**src/logic/sgx_pkg.sv**
```systemverilog
// Purpose: shared constants and types of the serial gpio shift controller
// Assumes: 25 MHz system clock, classic wishbone register bus, 32-bit data
// Notes: offsets are byte addresses; each register is one aligned word
package sgx_pkg;
  // geometry of the serial chain
  localparam int CLK_PERIOD_NS = 40;
  localparam int NUM_PORTS = 32;
  localparam int BITS_MAX = 4;
  localparam int SD_COUNT = 16;
  localparam int MAX_BURST_BITS = NUM_PORTS * BITS_MAX;

  // register byte offsets and address pages
  localparam logic [7:0] ADR_CFG = 8'h00;
  localparam logic [7:0] ADR_CLOCK = 8'h04;
  localparam logic [7:0] ADR_PORT_ENA = 8'h08;
  localparam logic [7:0] ADR_LOS = 8'h0c;
  localparam logic [3:0] PAGE_OUT = 4'h1;
  localparam logic [3:0] PAGE_IN = 4'h2;
  localparam logic [1:0] PAGE_SD_MAP = 2'h1;

  // configuration word fields
  localparam int CFG_ONE_SHOT = 0;
  localparam int CFG_REPEAT = 1;
  localparam int CFG_GAP_DIS = 2;
  localparam int CFG_WIDTH_LSB = 3;
  localparam int CFG_LD_POL = 5;
  localparam int CFG_REV_IN = 6;
  localparam int CFG_REV_OUT = 7;
  localparam int CFG_GAP_LSB = 8;
  localparam int CFG_BUSY = 31;
  localparam int SD_MAP_ENA = 8;

  // reset values
  localparam logic [31:0] CFG_RST = 32'h0000_0000;
  localparam logic [7:0] CLOCK_RATE_RST = 8'h03;
  localparam logic [31:0] PORT_ENA_RST = 32'h0000_0000;

  // timing
  localparam int LOAD_MIN_NS = 25;
  localparam int LOAD_MAX_NS = 30;
  localparam int LOAD_CYC_RAW = (LOAD_MIN_NS + CLK_PERIOD_NS - 1) / CLK_PERIOD_NS;
  localparam int LOAD_CYCLES = (LOAD_CYC_RAW < 1) ? 1 : LOAD_CYC_RAW;
  localparam int GAP_STEP_NS = 1000000;
  localparam int GAP_STEP_CYCLES = GAP_STEP_NS / CLK_PERIOD_NS;
  localparam logic [5:0] GAP_MAX_STEPS = 6'h21;

  typedef enum logic [1:0] {ST_IDLE, ST_SHIFT, ST_LOAD, ST_GAP} sgx_state_e;
endpackage

```
**src/logic/sgx_shift_if.sv**
```systemverilog
// Purpose: carrier between the shift engine and the shift clock divider
// Assumes: both ends sit on i_clk_sys
// Notes: ticks are one-cycle pulses at the clock toggle
`timescale 1ns/1ps
interface sgx_shift_if;
  logic run;
  logic [7:0] half;
  logic sclk;
  logic tick_rise;
  logic tick_fall;
  modport gen (input run, input half, output sclk, output tick_rise, output tick_fall);
  modport eng (output run, output half, input sclk, input tick_rise, input tick_fall);
endinterface

```
**src/logic/sgx_shift_clk.sv**
```systemverilog
// Purpose: shift clock divider, half period of half+1 system cycles
// Assumes: run is held for the whole burst
// Notes: clock idles low, so every burst starts from a clean low phase
`timescale 1ns/1ps
module sgx_shift_clk (
  // clock and reset
  input wire logic i_clk_sys,
  input wire logic i_rst,
  // engine side
  sgx_shift_if.gen sh
);
  logic [7:0] cnt;
  logic wrap;

  // toggle point of the divided clock
  assign wrap = sh.run && (cnt == sh.half);
  assign sh.tick_rise = wrap && !sh.sclk;
  assign sh.tick_fall = wrap && sh.sclk;

  // half period counter
  always_ff @(posedge i_clk_sys) begin
    if (i_rst || !sh.run || wrap) begin
      cnt <= 8'h00;
    end else begin
      cnt <= cnt + 8'h01;
    end
  end

  // divided clock, forced low outside bursts
  always_ff @(posedge i_clk_sys) begin
    if (i_rst || !sh.run) begin
      sh.sclk <= 1'b0;
    end else if (wrap) begin
      sh.sclk <= ~sh.sclk;
    end
  end
endmodule

```
**src/logic/sgx_serial_gpio_shift_controller.sv**
```systemverilog
// Purpose: serial gpio expander with wishbone registers and signal detect merge
// Assumes: 25 MHz clock; shift_clock_rate of 2 or more for input sampling
// Notes: data out changes on falling shift edges, input sampled at rising ones
`timescale 1ns/1ps
module sgx_serial_gpio_shift_controller #(
  parameter int GAP_STEP_CYCLES = sgx_pkg::GAP_STEP_CYCLES
) (
  // clock and reset
  input wire logic i_clk_sys,
  input wire logic i_rst,
  // wishbone slave
  input wire logic i_wb_cyc,
  input wire logic i_wb_stb,
  input wire logic i_wb_we,
  input wire logic [7:0] i_wb_adr,
  input wire logic [31:0] i_wb_dat,
  input wire logic [3:0] i_wb_sel,
  output logic [31:0] o_wb_dat,
  output logic o_wb_ack,
  // serial chain pins
  output logic o_serial_shift_clock_out,
  output logic o_serial_data_out,
  input wire logic i_serial_data_in,
  output logic o_serial_load_strobe,
  // parallel signal detect pins and port module loss-of-signal
  input wire logic [sgx_pkg::SD_COUNT-1:0] i_parallel_signal_detect_in,
  output logic [sgx_pkg::NUM_PORTS-1:0] o_loss_of_signal
);
  import sgx_pkg::*;

  // software registers
  logic one_burst_request;
  logic repeat_bursts;
  logic burst_gap_disable;
  logic [1:0] bits_per_port;
  logic load_strobe_polarity;
  logic input_order_reverse;
  logic output_order_reverse;
  logic [5:0] burst_gap_length;
  logic [7:0] shift_clock_rate;
  logic [31:0] expander_port_enable;
  logic [31:0] out_word [BITS_MAX];
  logic [31:0] sampled_input_bits [BITS_MAX];
  logic [4:0] signal_detect_port_index [SD_COUNT];
  logic [SD_COUNT-1:0] sd_ena;

  // engine state
  sgx_state_e state, next_state;
  logic [4:0] out_port, next_out_port;
  logic [4:0] in_port, next_in_port;
  logic [1:0] bit_idx, next_bit;
  logic [3:0] load_cnt;
  logic [23:0] gap_cnt;
  logic [5:0] nxt_out, nxt_in, first_out, first_in;
  logic [5:0] gap_steps;
  logic [23:0] gap_total;
  logic burst_done;

  // synchronised pins
  logic din_s;
  logic [SD_COUNT-1:0] sd_s;

  // wishbone
  logic wb_req, wb_wr;
  logic [31:0] cfg_word, cfg_new, next_rdata;
  logic [SD_COUNT-1:0] sd_pick;
  logic [NUM_PORTS-1:0] next_los;

  sgx_shift_if sh ();

  sgx_shift_clk u_clk (
    .i_clk_sys(i_clk_sys),
    .i_rst(i_rst),
    .sh(sh.gen)
  );

  // data input and detect pins come from outside, two flops each
  sgx_sync2 #(.W(SD_COUNT + 1)) u_sync (
    .i_clk_sys(i_clk_sys),
    .i_rst(i_rst),
    .i_d({i_parallel_signal_detect_in, i_serial_data_in}),
    .o_q({sd_s, din_s})
  );

  // byte-lane merge for partial writes
  function automatic logic [31:0] merge(input logic [31:0] old, input logic [31:0] nw,
                                        input logic [3:0] sel);
    logic [31:0] r;
    r = old;
    for (int b = 0; b < 4; b++) begin
      if (sel[b]) r[b*8 +: 8] = nw[b*8 +: 8];
    end
    return r;
  endfunction

  // nearest enabled port in the shift direction, {found, index}
  function automatic logic [5:0] next_port(input logic [4:0] cur, input logic first,
                                           input logic rev, input logic [31:0] ena);
    logic [5:0] r;
    logic [5:0] p;
    r = 6'h00;
    // far to near so that the nearest enabled port wins
    for (int d = 32; d >= 1; d--) begin
      if (first) p = rev ? 6'(32 - d) : 6'(d - 1);
      else p = rev ? ({1'b0, cur} - 6'(d)) : ({1'b0, cur} + 6'(d));
      if (p < 6'h20 && ena[p[4:0]]) r = {1'b1, p[4:0]};
    end
    return r;
  endfunction

  // wishbone handshake, one wait state per access
  assign wb_req = i_wb_cyc && i_wb_stb;
  assign wb_wr = wb_req && o_wb_ack && i_wb_we;

  always_ff @(posedge i_clk_sys) begin
    if (i_rst) begin
      o_wb_ack <= 1'b0;
    end else begin
      o_wb_ack <= wb_req && !o_wb_ack;
    end
  end

  // packed view of the configuration word
  always_comb begin
    cfg_word = 32'h0000_0000;
    cfg_word[CFG_ONE_SHOT] = one_burst_request;
    cfg_word[CFG_REPEAT] = repeat_bursts;
    cfg_word[CFG_GAP_DIS] = burst_gap_disable;
    cfg_word[CFG_WIDTH_LSB +: 2] = bits_per_port;
    cfg_word[CFG_LD_POL] = load_strobe_polarity;
    cfg_word[CFG_REV_IN] = input_order_reverse;
    cfg_word[CFG_REV_OUT] = output_order_reverse;
    cfg_word[CFG_GAP_LSB +: 6] = burst_gap_length;
    cfg_word[CFG_BUSY] = (state != ST_IDLE);
    cfg_new = merge(cfg_word, i_wb_dat, i_wb_sel);
  end

  // read mux; unmapped words answer zero
  always_comb begin
    next_rdata = 32'h0000_0000;
    if (i_wb_adr[7:6] == PAGE_SD_MAP) begin
      next_rdata[4:0] = signal_detect_port_index[i_wb_adr[5:2]];
      next_rdata[SD_MAP_ENA] = sd_ena[i_wb_adr[5:2]];
    end else if (i_wb_adr[7:4] == PAGE_OUT) begin
      next_rdata = out_word[i_wb_adr[3:2]];
    end else if (i_wb_adr[7:4] == PAGE_IN) begin
      next_rdata = sampled_input_bits[i_wb_adr[3:2]];
    end else if ({i_wb_adr[7:2], 2'b00} == ADR_CFG) begin
      next_rdata = cfg_word;
    end else if ({i_wb_adr[7:2], 2'b00} == ADR_CLOCK) begin
      next_rdata[7:0] = shift_clock_rate;
    end else if ({i_wb_adr[7:2], 2'b00} == ADR_PORT_ENA) begin
      next_rdata = expander_port_enable;
    end else if ({i_wb_adr[7:2], 2'b00} == ADR_LOS) begin
      next_rdata = o_loss_of_signal;
    end
  end

  always_ff @(posedge i_clk_sys) begin
    if (i_rst) begin
      o_wb_dat <= 32'h0000_0000;
    end else if (wb_req && !o_wb_ack) begin
      o_wb_dat <= next_rdata;
    end
  end

  // configuration word; a single shot set in the finishing cycle survives
  always_ff @(posedge i_clk_sys) begin
    if (i_rst) begin
      one_burst_request <= CFG_RST[CFG_ONE_SHOT];
      repeat_bursts <= CFG_RST[CFG_REPEAT];
      burst_gap_disable <= CFG_RST[CFG_GAP_DIS];
      bits_per_port <= CFG_RST[CFG_WIDTH_LSB +: 2];
      load_strobe_polarity <= CFG_RST[CFG_LD_POL];
      input_order_reverse <= CFG_RST[CFG_REV_IN];
      output_order_reverse <= CFG_RST[CFG_REV_OUT];
      burst_gap_length <= CFG_RST[CFG_GAP_LSB +: 6];
    end else if (wb_wr && {i_wb_adr[7:2], 2'b00} == ADR_CFG) begin
      one_burst_request <= cfg_new[CFG_ONE_SHOT] || (one_burst_request && !burst_done
                           && !i_wb_sel[0]);
      repeat_bursts <= cfg_new[CFG_REPEAT];
      burst_gap_disable <= cfg_new[CFG_GAP_DIS];
      bits_per_port <= cfg_new[CFG_WIDTH_LSB +: 2];
      load_strobe_polarity <= cfg_new[CFG_LD_POL];
      input_order_reverse <= cfg_new[CFG_REV_IN];
      output_order_reverse <= cfg_new[CFG_REV_OUT];
      burst_gap_length <= cfg_new[CFG_GAP_LSB +: 6];
    end else if (burst_done) begin
      one_burst_request <= 1'b0;
    end
  end

  // clock rate, port enables, output bit sources and detect maps
  always_ff @(posedge i_clk_sys) begin
    if (i_rst) begin
      shift_clock_rate <= CLOCK_RATE_RST;
      expander_port_enable <= PORT_ENA_RST;
      out_word <= '{default: 32'h0000_0000};
      signal_detect_port_index <= '{default: 5'h00};
      sd_ena <= '0;
    end else if (wb_wr) begin
      if (i_wb_adr[7:6] == PAGE_SD_MAP) begin
        if (i_wb_sel[0]) signal_detect_port_index[i_wb_adr[5:2]] <= i_wb_dat[4:0];
        if (i_wb_sel[1]) sd_ena[i_wb_adr[5:2]] <= i_wb_dat[SD_MAP_ENA];
      end else if (i_wb_adr[7:4] == PAGE_OUT) begin
        out_word[i_wb_adr[3:2]] <= merge(out_word[i_wb_adr[3:2]], i_wb_dat, i_wb_sel);
      end else if ({i_wb_adr[7:2], 2'b00} == ADR_CLOCK) begin
        if (i_wb_sel[0]) shift_clock_rate <= i_wb_dat[7:0];
      end else if ({i_wb_adr[7:2], 2'b00} == ADR_PORT_ENA) begin
        expander_port_enable <= merge(expander_port_enable, i_wb_dat, i_wb_sel);
      end
    end
  end

  // port walking, the same enables and width for both streams
  assign first_out = next_port(5'h00, 1'b1, output_order_reverse, expander_port_enable);
  assign first_in = next_port(5'h00, 1'b1, input_order_reverse, expander_port_enable);
  assign nxt_out = next_port(out_port, 1'b0, output_order_reverse, expander_port_enable);
  assign nxt_in = next_port(in_port, 1'b0, input_order_reverse, expander_port_enable);
  assign gap_steps = (burst_gap_length > GAP_MAX_STEPS) ? GAP_MAX_STEPS : burst_gap_length;
  assign gap_total = 24'(gap_steps * GAP_STEP_CYCLES);
  assign burst_done = (state == ST_LOAD) && (load_cnt == 4'h1);
  assign sh.run = (state == ST_SHIFT);
  assign sh.half = shift_clock_rate;

  // burst sequencer
  always_comb begin
    next_state = state;
    next_out_port = out_port;
    next_in_port = in_port;
    next_bit = bit_idx;
    unique case (state)
      ST_IDLE: begin
        if (one_burst_request || repeat_bursts) begin
          next_bit = 2'h0;
          if (first_out[5]) begin
            next_state = ST_SHIFT;
            next_out_port = first_out[4:0];
            next_in_port = first_in[4:0];
          end else begin
            next_state = ST_LOAD;
          end
        end
      end
      ST_SHIFT: begin
        if (sh.tick_fall) begin
          if (bit_idx == bits_per_port) begin
            next_bit = 2'h0;
            if (nxt_out[5]) begin
              next_out_port = nxt_out[4:0];
              next_in_port = nxt_in[4:0];
            end else begin
              next_state = ST_LOAD;
            end
          end else begin
            next_bit = bit_idx + 2'h1;
          end
        end
      end
      ST_LOAD: begin
        if (load_cnt == 4'h1) begin
          // gap only between repeated bursts, and only when not disabled
          if (repeat_bursts && !burst_gap_disable && gap_steps != 6'h00) begin
            next_state = ST_GAP;
          end else begin
            next_state = ST_IDLE;
          end
        end
      end
      ST_GAP: begin
        if (gap_cnt == 24'h0) next_state = ST_IDLE;
      end
    endcase
  end

  always_ff @(posedge i_clk_sys) begin
    if (i_rst) begin
      state <= ST_IDLE;
      out_port <= 5'h00;
      in_port <= 5'h00;
      bit_idx <= 2'h0;
    end else begin
      state <= next_state;
      out_port <= next_out_port;
      in_port <= next_in_port;
      bit_idx <= next_bit;
    end
  end

  // load pulse length and gap counters
  always_ff @(posedge i_clk_sys) begin
    if (i_rst) begin
      load_cnt <= 4'h0;
      gap_cnt <= 24'h0;
    end else begin
      if (next_state == ST_LOAD && state != ST_LOAD) load_cnt <= 4'(LOAD_CYCLES);
      else if (load_cnt != 4'h0) load_cnt <= load_cnt - 4'h1;
      if (next_state == ST_GAP && state != ST_GAP) gap_cnt <= gap_total - 24'h1;
      else if (gap_cnt != 24'h0) gap_cnt <= gap_cnt - 24'h1;
    end
  end

  // data out moves only at burst start and at falling shift edges, chain captures on rising
  always_ff @(posedge i_clk_sys) begin
    if (i_rst) begin
      o_serial_data_out <= 1'b0;
    end else if (next_state == ST_SHIFT) begin
      o_serial_data_out <= out_word[next_bit][next_out_port];
    end else begin
      o_serial_data_out <= 1'b0;
    end
  end

  // input sampled at the rising edge, before the chain shifts on it
  always_ff @(posedge i_clk_sys) begin
    if (i_rst) begin
      sampled_input_bits <= '{default: 32'h0000_0000};
    end else if (state == ST_SHIFT && sh.tick_rise) begin
      sampled_input_bits[bit_idx][in_port] <= din_s;
    end
  end

  // load strobe, polarity applied at the pin
  always_ff @(posedge i_clk_sys) begin
    if (i_rst) begin
      o_serial_load_strobe <= 1'b0;
    end else begin
      o_serial_load_strobe <= (next_state == ST_LOAD) ^ load_strobe_polarity;
    end
  end

  assign o_serial_shift_clock_out = sh.sclk;

  // bit zero per port, parallel detects override, higher index wins
  always_comb begin
    next_los = sampled_input_bits[0];
    sd_pick = '0;
    for (int n = 0; n < SD_COUNT; n++) begin
      if (sd_ena[n]) begin
        next_los[signal_detect_port_index[n]] = sd_s[n];
        if (signal_detect_port_index[n] == 5'h00) sd_pick[n] = 1'b1;
      end
    end
  end

  always_ff @(posedge i_clk_sys) begin
    if (i_rst) begin
      o_loss_of_signal <= '0;
    end else begin
      o_loss_of_signal <= next_los;
    end
  end

  // checks
  logic [7:0] burst_bits;
  always_ff @(posedge i_clk_sys) begin
    if (i_rst || state == ST_IDLE) burst_bits <= 8'h00;
    else if (state == ST_SHIFT && sh.tick_fall) burst_bits <= burst_bits + 8'h01;
  end
endmodule

```
**src/logic/sgx_sync2.sv**
```systemverilog
// Purpose: two flip-flop synchroniser for pins from outside the clock domain
// Assumes: bits are independent levels
// Notes: only the second stage may be read by other logic
`timescale 1ns/1ps
module sgx_sync2 #(
  parameter int W = 1
) (
  // clock and reset
  input wire logic i_clk_sys,
  input wire logic i_rst,
  // asynchronous in, synchronous out
  input wire logic [W-1:0] i_d,
  output logic [W-1:0] o_q
);
  logic [W-1:0] meta;

  // first stage feeds only the second
  always_ff @(posedge i_clk_sys) begin
    if (i_rst) begin
      meta <= '0;
      o_q <= '0;
    end else begin
      meta <= i_d;
      o_q <= meta;
    end
  end
endmodule

```
**config.mk**
```make
export PLATFORM = sky130hd
export DESIGN_NAME = sgx_serial_gpio_shift_controller
export DESIGN_NICKNAME = d
export VERILOG_FILES = /design/src/logic/sgx_pkg.sv /design/src/logic/sgx_shift_if.sv /design/src/logic/sgx_shift_clk.sv /design/src/logic/sgx_serial_gpio_shift_controller.sv /design/src/logic/sgx_sync2.sv
export SDC_FILE = /design/constraint.sdc
export NUM_CORES = 2
export LEC_CHECK = 0
export BUFFER_PORTS_ARGS = -buffer_cell sky130_fd_sc_hd__buf_4
export CORE_MARGIN = 2
export CORE_UTILIZATION = 35
export CTS_BUF_LIST = sky130_fd_sc_hd__clkbuf_4
export DETAILED_ROUTE_END_ITERATION = 12
export GPL_TIMING_DRIVEN = 0
export PLACE_DENSITY = 0.52
export SYNTH_ARGS = -nofsm -noshare
export SYNTH_HDL_FRONTEND = slang
export SYNTH_SLANG_ARGS = --single-unit
```
**constraint.sdc**
```tcl
create_clock -name i_clk_sys -period 10.9 [get_ports i_clk_sys]
set_input_delay 1.09 -clock i_clk_sys [delete_from_list [all_inputs] [get_ports i_clk_sys]]
set_output_delay 1.09 -clock i_clk_sys [all_outputs]
set_load 0.02 [all_outputs]
```
# Word level (Yosys, flattened, before mapping)
# Cells that the tools add are included.
[classes]
n_addsub = 133
mul = 1
div = 0
order_cmp = 301
eq_ne = 22
shift = 0
mux = 670
bitwise_logic = 10
n_reduce_logical = 199
[ops]
columns = ["op", "n"]
rows = [
  ["< comparator 5 x 6 -> 1 bit, second input constant", 210],
  ["two-way mux 32 bit", 29],
  ["two-way mux 6 bit", 129],
  ["two-way mux 5 bit", 142],
  ["binary-select mux 1 bit (select 5 bit)", 129],
  ["bitwise mux 32 bit", 16],
  ["< comparator 6 bit, second input constant", 64],
  ["bitwise mux 128 bit", 2],
  ["adder 5 x 5 -> 6 bit, second input constant", 32],
  ["binary-select mux 32 bit (select 2 bit)", 3],
  ["subtractor 5 x 5 -> 6 bit, second input constant", 32],
  ["two-way mux 8 bit", 21],
  ["logical AND 1 bit", 165],
  ["two-way mux 1 bit", 154],
  ["demux 32 bit (select 2 bit)", 2],
  ["adder 5 x 4 -> 6 bit, second input constant", 16],
  ["subtractor 5 x 4 -> 6 bit, second input constant", 16],
  ["demux 1 bit (select 5 bit)", 17],
  ["greater-or-equal comparator 5 x 1 -> 1 bit, second input constant", 17],
  ["bitwise mux 80 bit", 1],
  ["two-way mux 24 bit", 3],
  ["adder 5 x 3 -> 6 bit, second input constant", 8],
  ["subtractor 5 x 3 -> 6 bit, second input constant", 8],
  ["AND reduction 6 bit", 5],
  ["other kinds (56)", 115],
]
[word_totals]
ff_bits = 558
latch_bits = 0
mem_bits_rw = 0
rom_bits = 0
word_cells = 1390
memories = 0

# Depth between registers and ports, before layout
[logic_depth]
depth_word = 44
depth_mapped = 27

# Cells and area by module
# A second synthesis with hierarchy kept.
[hier_totals]
cells_unflattened = 6516
hier_area_um2 = 48256.3
[modules_own_cells]
columns = ["mod", "n_inst", "cells_per_inst", "area_each_um2", "seq_area_each_um2"]
rows = [
  ["sgx_serial_gpio_shift_controller", 1, 6394, 46859.9, 10309.9],
  ["sgx_sync2", 1, 71, 937.1, 680.7],
  ["sgx_shift_clk", 1, 51, 459.2, 180.2],
]

# Least setup slack after synthesis
# Ideal clock, no wire load.
[synth_timing]
path_type = "register to register"
from = "reg output_order_reverse"
to = "reg o_serial_data_out"
arrival_ps = 6578
setup_slack_ps = 4182
stages_incl_launch_ff = 23
cell_sequence = "dfxtp_1 -> inv_1 -> buf_1 -> clkbuf_1 -> clkbuf_1 -> fa_1 -> clkbuf_1 -> buf_2 -> buf_1 -> mux4_2 -> mux4_2 -> a22o_1 -> nor3_1 -> nand4_1 -> or3_4 -> o211a_2 -> o21a_1 -> or4_1 -> o311a_1 -> o21ai_1 -> nor3b_1 -> a211oi_2 -> a211oi_2"
[synth_via]
elab_chain_cells = 43
elab_cells_between_ends = 401
[synth_lines]
columns = ["item", "line_no", "text"]
rows = [
  ["from (decl)", "sgx_serial_gpio_shift_controller.sv:38", "logic output_order_reverse;"],
  ["from (signal assigned)", "sgx_serial_gpio_shift_controller.sv:176", "output_order_reverse <= CFG_RST[CFG_REV_OUT];"],
  ["from (signal assigned)", "sgx_serial_gpio_shift_controller.sv:186", "output_order_reverse <= cfg_new[CFG_REV_OUT];"],
  ["branches (longest 43 deep; another with two-way mux 6 bit)", "--", ""],
  ["to (signal assigned)", "sgx_serial_gpio_shift_controller.sv:308", "o_serial_data_out <= out_word[next_bit][next_out_port];"],
  ["to (decl)", "sgx_serial_gpio_shift_controller.sv:22", "output logic o_serial_data_out,"],
]
# Several ways; the timed one is not identified. The select of a mux whose other input is x is not followed.
# A chain may end at the register's enable or synchronous reset.

# Worst setup path after layout
# Ends and elaborated chain as after synthesis.

==> summary.md <==
| Metric | Value |
|---|---|
| Outcome | `completed` |
| Most used flip-flop cell after synthesis | `sky130_fd_sc_hd__dfxtp_1` |
| Hold Fails Final Rpt | `0` |
| Arrival time worst endpoint | `around 11 ns` |
| Sequential element share of the synthesized area | `about a quarter` |
| Worst VDD drop | `approximately 0.085 mV` |
| Max-slew violation count | `0` |
| Critical-path maximum fanout | `18` |
| Hold Crit Start | `i_parallel_signal_detect_in[2]` |
| Element type at the critical path start | `register` |
| Capture instance of the worst register-to-register path | `o_serial_data_out` |
| Ports placed on the boundary | `134` |
| Wire length of the first global-routing pass | `about 370000 um` |
| Cell chosen for the clock root | `sky130_fd_sc_hd__clkbuf_4` |
| Die Span X | `around 370 um` |
| Average size of a mapped cell | `7.420 um^2` |
| Hold Path Class | `input pin to register` |
| Filler-free cell count of the finished design | `approximately 8700` |
| Worst Hold Endpoint | `u_sync.meta[3]` |
| TritonCTS clock tree | `done` |
| DR WL/cell | `29.78 um` |
| Vert. Die Dim | `approximately 370 um` |
| Post-route ant nets | `0` |
| Final min period | `roughly 10 ns` |
| Row count | `135` |
| Post-layout util | `39.17%` |
| Global-route usage over all layers | `between 30% and 40%` |
| CP endpoint kind | `register` |
| Global placer's final weighted congestion | `1.013` |
| Sink count of the clock tree | `approximately 560` |
| GRT Residual Overflow | `0` |
| Initial antenna violation count | `19` |
| Synth warnings | `0` |
| Number of register bits inferred by synthesis | `between 500 and 600` |
| Syn Nets | `~6600` |
| Post-DP HPWL | `197300 um` |
| Vias | `about 57000` |
| Core area | `0.1358 mm^2` |
| Length of the first detailed-routing pass in iterations | `9` |
| Share of post-route cells with drive strength above 1 | `around a tenth` |
| Max Cap Viol | `0` |
| Reg clk slew, reported paths | `~0.070 ns` |
| Maximum root-to-sink buffer count | `3` |
| Starting utilization of the core area | `35.34%` |
| Via-to-Cell Ratio | `roughly 6.5` |
| Post-CTS setup-driven buffer insertion count | `0` |
| Hold Path Cell Cnt | `2` |
| Worst-margin pin slew | `roughly 1.5 ns` |
| Pin count of the biggest net entering global routing | `19` |
| Internal reg-to-reg setup slack | `0.91 ns` |
| Part of the cycle the worst path needs | `between 90% and 100%` |
| Total negative slack | `0 ns` |
| Unrepaired setup endpoints after global routing | `no` |
| H-tree level count | `4` |
| Area added between synthesis and finish | `10.83%` |
| Final setup fails | `0` |
| Largest clock skew in the final design | `about 0.11 ns` |
| Clock insertion delay at the later pin of the skew report | `between 1 and 1.5 ns` |
| Proportion of register bits with asynchronous set or reset after synthesis | `0%` |
| Required time worst endpoint | `roughly 12 ns` |
| Reg2Reg Launch Point | `output_order_reverse` |
| CTS hold repair buffers | `0` |
| Worst Path Class, Setup | `register to register` |
| Number of global-route vias before repair | `51530` |
| NumNets Final | `6910` |
| Number of library cell types mapped by synthesis | `99` |
| Maximum achievable frequency | `100.1 MHz` |
| Worst path cell trace | `inv_1 -> buf_1 -> clkbuf_1 -> clkbuf_2 -> ha_1 -> clkbuf_1 -> clkbuf_1 -> clkbuf_1 -> buf_1 -> nand3_1 -> a22oi_1 -> o211ai_1 -> a21boi_1 -> inv_1 -> nand3_1 -> or3_1 -> a211oi_1 -> o311ai_2 -> nand2_1 -> o211ai_1 -> a31oi_1 -> a221oi_1 -> a31o_1 -> a211oi_2` |
| TritonCTS Buffers | `between 150 and 200` |
| P_leak | `approximately 18 nW` |
| EDFF count, synth | `0` |
| Power per cell area | `approximately 90 mW/mm^2` |
| Number of instances in the synthesized netlist | `roughly 6500` |
| Cells after DPL | `around 8400` |
| Normalized max-slew margin | `2.284%` |
| Post-CTS Resized | `0` |
| Initial detailed-routing violation count | `between 8000 and 9000` |
| Post-synth design cell area | `between 0.04 and 0.05 mm^2` |
| Total Routed Length | `approximately 260000 um` |
| Total Die Area | `between 0.1 and 0.15 mm^2` |
| Length in cells of the worst reg-to-reg path | `24` |
| Detailed-route DRC error count | `0` |
| Crit-path slowest cell | `sky130_fd_sc_hd__dfxtp_1` |
| Longest individual stage delay on the worst path | `0.90 ns` |
| CP dominant cell by count | `sky130_fd_sc_hd__clkbuf_1` |
| Quantity of I/O buffers inserted on ports | `around 120` |
-- final cells by class --
cell class / instances / area, um^2
fillers: 14570 / 82610
multi-input cells: 5239 / 34290
flip-flops and latches: 558 / 11170
well taps: 1781 / 2228
plain buffers: 572 / 2191
clock buffers: 230 / 1727
repair buffers: 124 / 938.4
inverters: 100 / 375.4
clock inverters: 51 / 261.5
diodes: 7 / 17.52
-- critical path, delay by kind of cell (launching register included) --
kind,cells,cell delay [ns]
buf+inv,9,3.81
compound gates,10,3.27
simple gates,4,1.27
flops,1,0.90
fa+ha+maj,1,0.45
-- synthesized netlist by cell type (all sizes together) (43+ instances only) --
cell,instances,area share [%]
clkbuf,511,4.0
nor2,736,5.8
o211ai,102,1.6
nand3,335,3.5
o22ai,54,0.70
or3,43,0.57
mux4,185,8.7
nor4,44,0.57
and3,44,0.57
nand2,750,5.9
nor3,121,1.3
buf,61,0.56
a31oi,101,1.3
a211oi,231,3.6
nor3b,62,0.97
nand3b,59,0.92
xnor2,117,2.1
ha,66,1.7
dfxtp,558,23
inv,95,0.74
o31ai,46,0.75
o21ai,542,5.7
a21oi,522,5.5
a22oi,45,0.70
and2,56,0.74
mux2i,230,4.8
nor2b,67,0.87
-- state kept, by name, summed over array words and instances (netlist names), 16 cells and up --
name,count
out_word,128
sampled_input_bits,128
signal_detect_port_index,80
expander_port_enable,32
o_loss_of_signal,32
o_wb_dat,32
gap_cnt,24
u_sync.meta,17
u_sync.o_q,17
sd_ena,16
-- metrics by stage --
step / setup slack (ns) / hold slack [ns] / power (mW) / cell area [um^2]
after floorplan: 4.182 / 0.4138 / 2.571 / 48000
after global placement: 0.2436 / 0.4159 / 2.772 / 51140
after detailed placement: 0.8763 / 0.4204 / 2.777 / 51160
after CTS: 0.7775 / 0.09475 / 4.793 / 53150
after global routing: 0.6739 / 0.1421 / 4.959 / 53190
final: 0.9065 / 0.1653 / 4.798 / 53200
-- worst max-delay path by stage --
| stage | end | cells past startpoint | slack, ns | from |
|---|---|---|---|---|
| 2_1_floorplan | o_serial_data_out | 22 | 4.18 | output_order_reverse |
| 3_3_place_gp | o_serial_data_out | 22 | 0.24 | output_order_reverse |
| 3_5_place_dp | o_serial_data_out | 22 | 0.88 | output_order_reverse |
| 4_1_cts | o_serial_data_out | 22 | 0.78 | output_order_reverse |
| 5_1_grt | o_serial_data_out | 23 | 0.67 | output_order_reverse |
| 6_report | o_serial_data_out | 24 | 0.91 | output_order_reverse |
-- per-layer routing --
layer  vias to the layer above  track usage [%]  part of all wire, %
met4                        26            15.28                  4.9
met5                         -           0.3431                 0.10
met2                      3793            52.38                   42
met1                     27590            47.57                   41
met3                       651            8.569                   12
li1                      24650                -                    -
-- cells by family after synthesis --
group	share of synthesized area (%)
XOR/XNOR	2.883
multiplexers	14.44
adder cells (fa/ha/maj)	2.596
flip-flops	23.27
AND/OR/NAND/NOR	24.36
buffers and inverters	5.341
AO/OA/AOI/OAI	27.11
-- power breakdown --
part | switching (mW) | internal [mW]
clock | 1.07 | 0.979
combinational | 0.382 | 0.211
sequential | 0.0580 | 2.10
total | 1.51 | 3.29
-- cell usage in the layout, fill, tap and decap left out, drive strengths merged, types with 102 or more instances in the layout --
cell	instances
nor2	736
mux4	185
clkbuf	741
inv	103
a21oi	522
a211oi	231
buf	185
nand3	335
o21ai	542
xnor2	117
o211ai	102
dfxtp	558
nand2	750
mux2i	230
nor3	121
(Power assumes the default switching activity.)
